==> src/rtl/ubs_params.svh <==
`ifndef UBS_PARAMS_SVH
`define UBS_PARAMS_SVH
//------------------------------------------------------------
// Notes on behaviour
//------------------------------------------------------------
// Notes on behaviour
// - timed shutdown only in host-selector position
// - mains back during delay: output kept, request idle
// - delay time five to 65535 seconds
// - request held for shutdown time, output powered
// - mains back before waiting: output off waiting time
// - mains still absent: full power-down until return
// - open inhibit contacts disable buffer mode outside the request phase
// - open inhibit in normal: fault, red steady, alarm
// - battery below cut-off ends buffering, output off
// - flashing continues until battery under floor
// - after cut-off, only mains return re-enables
// - battery below warning level: yellow blinks 4 Hz
// - mains below activation threshold enters buffer
// - buffer mode: yellow blinks about 2 Hz
`define UBS_CLK_HZ 32'd50000000
`define UBS_SEC_CYCLES (`UBS_CLK_HZ)
`define UBS_BLINK2_HZ 32'd2
`define UBS_BLINK4_HZ 32'd4
// half period of a blink, in cycles
`define UBS_HALF2_CYCLES (`UBS_CLK_HZ / (2 * `UBS_BLINK2_HZ))
`define UBS_HALF4_CYCLES (`UBS_CLK_HZ / (2 * `UBS_BLINK4_HZ))
`define UBS_DELAY_MIN 16'h0005
`define UBS_DELAY_RST 16'h0005
`define UBS_SHUT_RST 16'h0000
`define UBS_WAIT_RST 16'h0000
`endif

==> src/rtl/ubs_pkg.sv <==
package ubs_pkg;
    typedef enum logic [2:0] {
        ST_MAINS, ST_BUFFER, ST_DELAY, ST_SHUTREQ, ST_WAIT, ST_CUTOFF, ST_OFF
    } ubs_state_t;
endpackage : ubs_pkg

==> src/rtl/ubs_sequencer.sv <==
`timescale 1ns/1ps
`include "ubs_params.svh"
module ubs_sequencer #(
    parameter int SEC_CYCLES = `UBS_SEC_CYCLES,
    parameter int HALF2_CYCLES = `UBS_HALF2_CYCLES,
    parameter int HALF4_CYCLES = `UBS_HALF4_CYCLES
) (
    // clock and reset
    input wire logic clock,
    input wire logic nrst,
    // comparator results and contacts (asynchronous)
    input wire logic mainsBelowActivation,
    input wire logic batBelowCutoff,
    input wire logic batBelowFloor,
    input wire logic batBelowWarn,
    input wire logic hostShutdownSelectorPosition,
    input wire logic remoteInhibitContactsClosed,
    // configuration, seconds
    input wire logic [15:0] delaySeconds,
    input wire logic [15:0] shutdownSeconds,
    input wire logic [15:0] waitSeconds,
    // outputs
    output logic outputEnable,
    output logic shutdownRequest,
    output logic alarmContactOpen,
    output logic redLed,
    output logic yellowLed,
    output logic noBufferFault,
    output logic powerDown
);
    //------------------------------------------------------------
    // input synchronisers
    //------------------------------------------------------------
    logic [5:0] syncA;
    logic [5:0] syncB;
    // two flops per pin; only syncB is read by logic
    always_ff @(posedge clock or negedge nrst) begin
        if (!nrst) begin
            // idle levels: link closed, so no false fault pulse at release
            syncA <= 6'h01;
            syncB <= 6'h01;
        end else begin
            syncA <= {mainsBelowActivation, batBelowCutoff, batBelowFloor,
                      batBelowWarn, hostShutdownSelectorPosition,
                      remoteInhibitContactsClosed};
            syncB <= syncA;
        end
    end
    logic mainsLow, batCut, batFloor, batWarn, hostMode, inhibitClosed;
    assign {mainsLow, batCut, batFloor, batWarn, hostMode, inhibitClosed} = syncB;

    //------------------------------------------------------------
    // ticks
    //------------------------------------------------------------
    logic secTick, tick2, tick4;
    ubs_tick_gen #(.PERIOD(SEC_CYCLES)) u_sec (
        .clock(clock), .nrst(nrst), .tick(secTick));
    ubs_tick_gen #(.PERIOD(HALF2_CYCLES)) u_b2 (
        .clock(clock), .nrst(nrst), .tick(tick2));
    ubs_tick_gen #(.PERIOD(HALF4_CYCLES)) u_b4 (
        .clock(clock), .nrst(nrst), .tick(tick4));

    // delay below the minimum is raised to the minimum
    function automatic logic [15:0] clampDelay(input logic [15:0] v);
        clampDelay = (v < `UBS_DELAY_MIN) ? `UBS_DELAY_MIN : v;
    endfunction : clampDelay

    //------------------------------------------------------------
    // state machine
    //------------------------------------------------------------
    ubs_pkg::ubs_state_t state, next_state;
    logic [15:0] secCount;
    logic mainsBack;
    logic expired;
    assign expired = secTick && (secCount == 16'h0);

    // next state
    always_comb begin
        next_state = state;
        case (state)
            ubs_pkg::ST_MAINS: begin
                if (mainsLow && inhibitClosed) begin
                    next_state = hostMode ? ubs_pkg::ST_DELAY : ubs_pkg::ST_BUFFER;
                end
            end
            ubs_pkg::ST_BUFFER: begin
                if (!mainsLow) next_state = ubs_pkg::ST_MAINS;
                else if (!inhibitClosed) next_state = ubs_pkg::ST_MAINS;
                else if (batCut) next_state = ubs_pkg::ST_CUTOFF;
            end
            ubs_pkg::ST_DELAY: begin
                if (!mainsLow) next_state = ubs_pkg::ST_MAINS;
                else if (!inhibitClosed) next_state = ubs_pkg::ST_MAINS;
                else if (batCut) next_state = ubs_pkg::ST_CUTOFF;
                else if (expired) next_state = ubs_pkg::ST_SHUTREQ;
            end
            ubs_pkg::ST_SHUTREQ: begin
                if (batCut && mainsLow) next_state = ubs_pkg::ST_CUTOFF;
                else if (expired || shutdownSeconds == 16'h0) begin
                    next_state = (mainsBack || !mainsLow) ? ubs_pkg::ST_WAIT
                                                          : ubs_pkg::ST_OFF;
                end
            end
            ubs_pkg::ST_WAIT: begin
                if (expired || waitSeconds == 16'h0) next_state = ubs_pkg::ST_MAINS;
            end
            ubs_pkg::ST_CUTOFF: begin
                if (!mainsLow) next_state = ubs_pkg::ST_MAINS;
                else if (batFloor) next_state = ubs_pkg::ST_OFF;
            end
            ubs_pkg::ST_OFF: begin
                if (!mainsLow) next_state = ubs_pkg::ST_MAINS;
            end
            default: next_state = ubs_pkg::ST_MAINS;
        endcase
    end

    // state register
    always_ff @(posedge clock or negedge nrst) begin
        if (!nrst) state <= ubs_pkg::ST_MAINS;
        else state <= next_state;
    end

    // phase second counter, loaded on phase entry
    always_ff @(posedge clock or negedge nrst) begin
        if (!nrst) begin
            secCount <= 16'h0;
        end else if (next_state != state) begin
            case (next_state)
                ubs_pkg::ST_DELAY: secCount <= clampDelay(delaySeconds) - 16'h1;
                ubs_pkg::ST_SHUTREQ: secCount <= shutdownSeconds - 16'h1;
                ubs_pkg::ST_WAIT: secCount <= waitSeconds - 16'h1;
                default: secCount <= 16'h0;
            endcase
        end else if (secTick && secCount != 16'h0) begin
            secCount <= secCount - 16'h1;
        end
    end

    // remembers mains return during the shutdown phase
    always_ff @(posedge clock or negedge nrst) begin
        if (!nrst) mainsBack <= 1'b0;
        else if (state != ubs_pkg::ST_SHUTREQ) mainsBack <= 1'b0;
        else if (!mainsLow) mainsBack <= 1'b1;
    end

    //------------------------------------------------------------
    // blink generators
    //------------------------------------------------------------
    logic blink2, blink4;
    always_ff @(posedge clock or negedge nrst) begin
        if (!nrst) begin
            blink2 <= 1'b0;
            blink4 <= 1'b0;
        end else begin
            if (tick2) blink2 <= !blink2;
            if (tick4) blink4 <= !blink4;
        end
    end

    //------------------------------------------------------------
    // registered outputs
    //------------------------------------------------------------
    logic buffering, faultNow;
    assign buffering = (next_state == ubs_pkg::ST_BUFFER) || (next_state == ubs_pkg::ST_DELAY)
                    || (next_state == ubs_pkg::ST_SHUTREQ);
    // inhibit checked only in normal operation, from mains
    assign faultNow = !inhibitClosed && (next_state == ubs_pkg::ST_MAINS);

    // power path outputs
    always_ff @(posedge clock or negedge nrst) begin
        if (!nrst) begin
            outputEnable <= 1'b1;
            shutdownRequest <= 1'b0;
            powerDown <= 1'b0;
        end else begin
            outputEnable <= (next_state == ubs_pkg::ST_MAINS) || buffering;
            shutdownRequest <= (next_state == ubs_pkg::ST_SHUTREQ);
            powerDown <= (next_state == ubs_pkg::ST_OFF);
        end
    end

    // indicator outputs; low-battery warning overrides slow blink
    always_ff @(posedge clock or negedge nrst) begin
        if (!nrst) begin
            noBufferFault <= 1'b0;
            alarmContactOpen <= 1'b0;
            redLed <= 1'b0;
            yellowLed <= 1'b0;
        end else begin
            noBufferFault <= faultNow;
            alarmContactOpen <= faultNow;
            redLed <= faultNow;
            if (next_state == ubs_pkg::ST_OFF) yellowLed <= 1'b0;
            else if (batWarn && (buffering || next_state == ubs_pkg::ST_CUTOFF))
                yellowLed <= blink4;
            else if (buffering) yellowLed <= blink2;
            // flashing goes on after cut-off even if the warn comparator chatters
            else if (next_state == ubs_pkg::ST_CUTOFF) yellowLed <= blink2;
            else yellowLed <= 1'b0;
        end
    end
endmodule : ubs_sequencer

==> src/rtl/ubs_tick_gen.sv <==
`timescale 1ns/1ps
`include "ubs_params.svh"
// one-cycle enable pulse every PERIOD cycles
module ubs_tick_gen #(
    parameter int PERIOD = 50000000
) (
    // clock and reset
    input wire logic clock,
    input wire logic nrst,
    // pulse out
    output logic tick
);
    logic [31:0] count;

    // free running divider
    always_ff @(posedge clock or negedge nrst) begin
        if (!nrst) begin
            count <= 32'h0;
            tick <= 1'b0;
        end else if (count == 32'(PERIOD - 1)) begin
            count <= 32'h0;
            tick <= 1'b1;
        end else begin
            count <= count + 32'h1;
            tick <= 1'b0;
        end
    end
endmodule : ubs_tick_gen

==> config.mk <==
export PLATFORM = sky130hd
export DESIGN_NAME = ubs_sequencer
export DESIGN_NICKNAME = d
export VERILOG_FILES = /design/src/rtl/ubs_pkg.sv /design/src/rtl/ubs_sequencer.sv /design/src/rtl/ubs_tick_gen.sv
export VERILOG_INCLUDE_DIRS = /design/src /design/src/rtl
export SDC_FILE = /design/constraint.sdc
export NUM_CORES = 1
export LEC_CHECK = 0
export BUFFER_PORTS_ARGS = -buffer_cell sky130_fd_sc_hd__buf_2
export CORE_MARGIN = 4
export CORE_UTILIZATION = 37
export DETAILED_ROUTE_END_ITERATION = 10
export SYNTH_ARGS = -nofsm -noshare
export SYNTH_HDL_FRONTEND = slang
export SYNTH_SLANG_ARGS = --single-unit
==> constraint.sdc <==
create_clock -name clock -period 4 [get_ports clock]
set_input_delay 0 -clock clock [delete_from_list [all_inputs] [get_ports clock]]
set_output_delay 0 -clock clock [all_outputs]
set_load 0.005 [all_outputs]
---- Yosys cells after proc, flatten, opt, wreduce, memory -nomap -nowiden ----
Index checks and enable logic that the tools add are counted.
storage, ports and cells
  output and inout bits ................... 7
  register bits after elaboration ......... 138
  word-level logic and storage cells ...... 101
  input port bits ......................... 56
operators by class
  add/subtract/negate cells ............... 7
  $lt $le $gt $ge ......................... 1
  mux-type cells .......................... 33
  reduce and logical (&&, ||, !) cells .... 24
  equality and inequality tests ........... 18
operators with widths
  kind                                                                      count
  32-bit by 1-bit adder with 32-bit output (second input constant)          3
  32-bit two-way mux                                                        3
  16-bit by 1-bit subtractor with 16-bit output (second input constant)     4
  16-bit logical NOT                                                        3
  16-bit two-way mux                                                        3
  16-bit case mux with 3 select lines                                       1
  3-bit two-way mux                                                         14
  32-bit by 23-bit == test with 1-bit output (second input constant)        1
  32-bit by 24-bit == test with 1-bit output (second input constant)        1
  32-bit by 26-bit == test with 1-bit output (second input constant)        1
  3-bit case mux with 7 select lines                                        1
  3-bit == test (second input constant)                                     6
  16-bit by 3-bit < comparator with 1-bit output (second input constant)    1
  16-bit nonzero test                                                       1
  3-bit by 2-bit == test with 1-bit output (second input constant)          4
  1-bit two-way mux                                                         9
  1-bit logical OR                                                          7
  3-bit by 1-bit == test with 1-bit output (second input constant)          2
  1-bit logical AND                                                         6
  3-bit logical NOT                                                         2
  1-bit logical NOT                                                         4
  2-bit two-way mux                                                         2
  3-bit by 2-bit inequality test with 1-bit output (second input constant)  1
  3-bit inequality test                                                     1
  2 further kinds                                                           2

---- Depth between registers and ports, before layout ----
  word-level depth ........................ 14
  depth in mapped cells ................... 17
  depth with buffers taken out ............ 16

---- Hierarchy ----
Synthesis repeated with hierarchy kept, for this count alone.
second synthesis, totals
  cell total of the unflattened synthesis .. 796
  area total of the unflattened synthesis .. 7757.4 µm²
by module, submodules not included
  module                 instances  cells each  area each (µm²)  sequential area each (µm²)
  ubs_sequencer          1          330         2874.0           979.7
  ubs_tick_gen at u_b4   1          155         1662.8           825.8
  ubs_tick_gen at u_b2   1          157         1610.3           825.8
  ubs_tick_gen at u_sec  1          154         1610.3           825.8

---- Least setup slack after synthesis ----
OpenSTA, ideal clock, no wires.
  path type ............................... reg-to-reg
  from .................................... reg secCount[4]
  to ...................................... reg secCount[10]
  arrival time ............................ 3.743 ns
  clock period less this slack ............ 3.867 ns
  path buffers ............................ 2
  setup time .............................. 0.124 ns
  data required time ...................... 3.876 ns
  stages on the path, launching flop included .. 13
  path slack .............................. 0.133 ns
  cells stage by stage .................... dfrtp_1 -> or4_1 -> buf_2 -> or4_4 -> a31o_2 -> o221ai_4 -> nor2_2 -> buf_6 -> or3_4 -> a211oi_4 -> nand3_4 -> or3b_1 -> a211o_1
on the way
  word-level cells in the longest chain between the ends .. 10
  elaborated cells between the ends (all ways) .. 23
  those cells by class .................... add/sub (1); eq/ne (4); mux (11); reduce/logical (7)
RTL lines
  item                                                                              RTL line              RTL
  start, declared                                                                   ubs_sequencer.sv:72   logic [15:0] secCount;
  start signal, assigned                                                            ubs_sequencer.sv:130  ubs_pkg::ST_DELAY: secCount <= clampDelay(delaySeconds) - 16'h1;
  start signal, assigned                                                            ubs_sequencer.sv:131  ubs_pkg::ST_SHUTREQ: secCount <= shutdownSeconds - 16'h1;
  start signal, assigned                                                            ubs_sequencer.sv:132  ubs_pkg::ST_WAIT: secCount <= waitSeconds - 16'h1;
  16-bit logical NOT                                                                ubs_sequencer.sv:75   assign expired = secTick && (secCount == 16'h0);
  1-bit logical AND                                                                 ubs_sequencer.sv:75
  3-bit two-way mux                                                                 ubs_sequencer.sv:95   else if (expired) next_state = ubs_pkg::ST_SHUTREQ;
  3-bit two-way mux                                                                 ubs_sequencer.sv:94   else if (batCut) next_state = ubs_pkg::ST_CUTOFF;
  3-bit two-way mux                                                                 ubs_sequencer.sv:93   else if (!inhibitClosed) next_state = ubs_pkg::ST_MAINS;
  3-bit two-way mux                                                                 ubs_sequencer.sv:92   if (!mainsLow) next_state = ubs_pkg::ST_MAINS;
  3-bit case mux with 7 select lines                                                ubs_sequencer.sv:80   case (state)
  3-bit == test / 3-bit by 2-bit == test with 1-bit output (equally long branches)  ubs_sequencer.sv:129  case (next_state)
  16-bit case mux with 3 select lines                                               ubs_sequencer.sv:129
  16-bit two-way mux                                                                ubs_sequencer.sv:128  end else if (next_state != state) begin
Several ways; a longest one is shown, not always the timed one. The select of a mux whose other input is x is not followed.
A chain may end at the register's enable or synchronous reset.

---- Worst setup path after layout ----
  from .................................... reg secCount[0]
  to ...................................... reg secCount[15]
Same word-level chain as after synthesis.

==> summary.txt <==
outcome: finished, final reports clean
H-tree levels: 4
FFs w/ async S/R, synth: 100%
Critical Path AT: 4.20 ns
RR Startpoint: secCount[0]$_DFFE_PN0P_
Critical Path End Type: flop
I/O Buffers: 62
PwrDens: 512 nW/um^2
final hold slack: 0.157 ns
Worst EP required: 4.29 ns
die area: 21800 sq um
Num CTS Buffers: 17
final period utilization: 97.7%
setup violators final: 0
type of the worst min-delay path: input port to flop
GPL Wtd Cong: 0.875
max_cap viols: 0
Clk Latency, worst-skew pair: 0.41 ns
most frequent cells in the layout: 135 x dfrtp_1, 78 x nor2_1, 71 x nand2_1, 61 x buf_2, 54 x xnor2_1
crit path launch type: flop
I/O pin count: 63
setup TNS: 0 ns
post-synthesis sequential area ratio: 47.9%
worst setup path endpoint: secCount[15]$_DFFE_PN0P_
Placed Area: 7940 sq um
Seq. cell area: 3460 sq um
Leak: 4.00 nW
peak supply drop: 0.000327 V
clk buf depth: 2
final std cells w/o fill: 1113
Nets: 903
cells after synthesis: 740
Via Count: 5916
Post-synth EDFFs: 0
beginning of the critical path: secCount[0]$_DFFE_PN0P_
max-slew violation count: 0
placed cells: 1062
antenna violations before repair: 0
die span in y: 148 microns
1st-iter DRT viols: 402
Ys Warns: 0
share of cells above drive strength 1: 20.2%
Detailed Route WL: 17.3 mm
number of global-route vias before repair: 5719
Initial Utilization: 38.1%
Core ar.: 19000 sq um
pin count of the biggest net entering global routing: 79
Tmin final: 3.91 ns
detailed placer's ending HPWL: 12.1 mm
most common cell after layout, fill and taps aside: dfrtp_1
Num Clock Sinks: 138
clk slew on worst S/H paths: 0.06 ns
worst slew pin tran: 0.703 ns
final core occ: 46.8%
CTS tree: built
Mapped Nets: 802
critical-path maximum fanout: 11
Max Clk Rate: 0.256 GHz
FILL cells: 1825
Worst Reg2Reg Path Length in Cells: 13
Netlist Area Pre-Place: 7220 sq um
Root Driver: clkbuf_16
FF-to-FF End: secCount[15]$_DFFE_PN0P_
Hold Path Origin: shutdownSeconds[14]
GRT Overall Usage: 16.0%
Setup Skew: 0.00942 ns
Avg WL per Cell: 15.5 microns
row count: 50
vias per cell: 5.32
Synth Area per Inst: 9.76 sq um
Distinct cells, synth: 71
final hold viol count: 0
Max-slew headroom: 53.1%
CP Class: flop to flop
area of the multi-input gates: 3720 sq um
Synth Register Bits: 138
remaining antenna violation count after routing: 0
Layout area overhead: 22.8%
DR DRC count: 0
flop2flop setup slack: 0.09 ns
Die W: 148 microns
Design Area, Final: 8870 sq um
first-pass GRT wire length: 28.8 mm
most common flop cell mapped by yosys: dfrtp_1
n_diodes: 0
DR pass1 iterations: 5
gr ovfl total: 0
[worst min-delay path by stage]
stage,end,slack (ns),depth (start not counted)
detailed placement,u_b2.count[28]$_DFF_PN0_,0.08,1
finish,secCount[14]$_DFFE_PN0P_,0.16,5
floorplan,blink2$_DFFE_PN0P_,-0.30,0
CTS,outputEnable$_DFF_PN1_,0.15,5
global route,secCount[14]$_DFFE_PN0P_,0.17,5
global placement,u_b2.count[30]$_DFF_PN0_,0.08,1
[state kept, by name, indices dropped and copies added, names as in the netlist]
register and cells:
blink2 1, blink4 1, mainsBack 1, noBufferFault 1, outputEnable 1, powerDown 1, secCount 16, shutdownRequest 1
state 3, syncA 6, syncB 6, u_b2.count 32, u_b2.tick 1, u_b4.count 32, u_b4.tick 1, u_sec.count 32
u_sec.tick 1, yellowLed 1
[layout make-up]
class	count	share of cell area (%)
flip-flops and latches	138	39.0
well taps	260	3.67
clock inverters	13	1.86
multi-input cells	562	42.0
clock buffers	18	4.95
repair buffers	105	7.77
inverters	17	0.776
[where the power goes]
part	switching, mW	leakage [nW]	total (mW)	internal (mW)
Sequential	0.0886	1.84	1.58	1.49
Combinational	0.744	1.86	1.35	0.603
Clock	0.613	0.297	1.61	1.00
Total	1.45	4.00	4.54	3.09
[cells in the mapped netlist (all sizes together) (8+ instances only)]
| cell type | instances | area, sq um |
|---|---|---|
| nor4 | 29 | 181 |
| xnor2 | 54 | 473 |
| nand4 | 21 | 131 |
| a21oi | 11 | 55.1 |
| nor3 | 15 | 75.1 |
| and3 | 20 | 125 |
| xor2 | 51 | 447 |
| o21ai | 14 | 70.1 |
| nand2 | 71 | 267 |
| nor2 | 80 | 310 |
| dfrtp | 135 | 3380 |
| o22ai | 23 | 144 |
| buf | 8 | 48.8 |
| or3 | 11 | 73.8 |
| nor2b | 10 | 62.6 |
| nand3 | 52 | 278 |
| inv | 17 | 63.8 |
| clkbuf | 15 | 56.3 |
[timing repair]
item	4_1_cts	5_1_grt
gates resized for setup	0	32
hold buffers	7	0
endpoints found under the setup margin	0	13
hold endpoints to repair	79	0
buffers inserted	0	12
[cell families after synthesis]
| family | Yosys count | share of synthesized area (%) |
|---|---|---|
| xor gates and xnor gates | 105 | 12.7 |
| and+or+nand+nor | 351 | 25.4 |
| buffers and inverters | 40 | 2.34 |
| adders and majority gates | 6 | 1.04 |
| AOI/OAI and AO/OA | 100 | 10.7 |
| DFF | 138 | 47.9 |
[per-layer routing]
| layer | part of all wire, % | up-vias | track usage [%] |
|---|---|---|---|
| li1 | - | 2852 | - |
| met1 | 49 | 2834 | 23.5 |
| met2 | 43 | 208 | 23.3 |
| met3 | 6.7 | 22 | 4.29 |
| met4 | 1.5 | 0 | 4.80 |
| met5 | 0 | - | 0 |
[through the flow]
stage	total power [mW]	setup slack [ns]
floorplan	2.37	0.133
global placement	2.76	0.118
detailed placement	2.76	0.0750
CTS	4.41	0.0360
global route	4.79	-0.0278
finish	4.54	0.0938
[worst max-delay path: stages (launching register included)]
cell      delay (ns)
dfrtp_1         0.40
inv_2           0.11
ha_4            0.13
or4bb_1         0.41
or4_4           0.56
a31o_4          0.27
o221ai_4        0.27
nor2_4          0.12
a22o_1          0.24
buf_6           0.13
a311oi_4        0.39
nand4_1         0.18
o31a_1          0.29
a211o_1         0.27
Power figures use the tool's default switching activity.
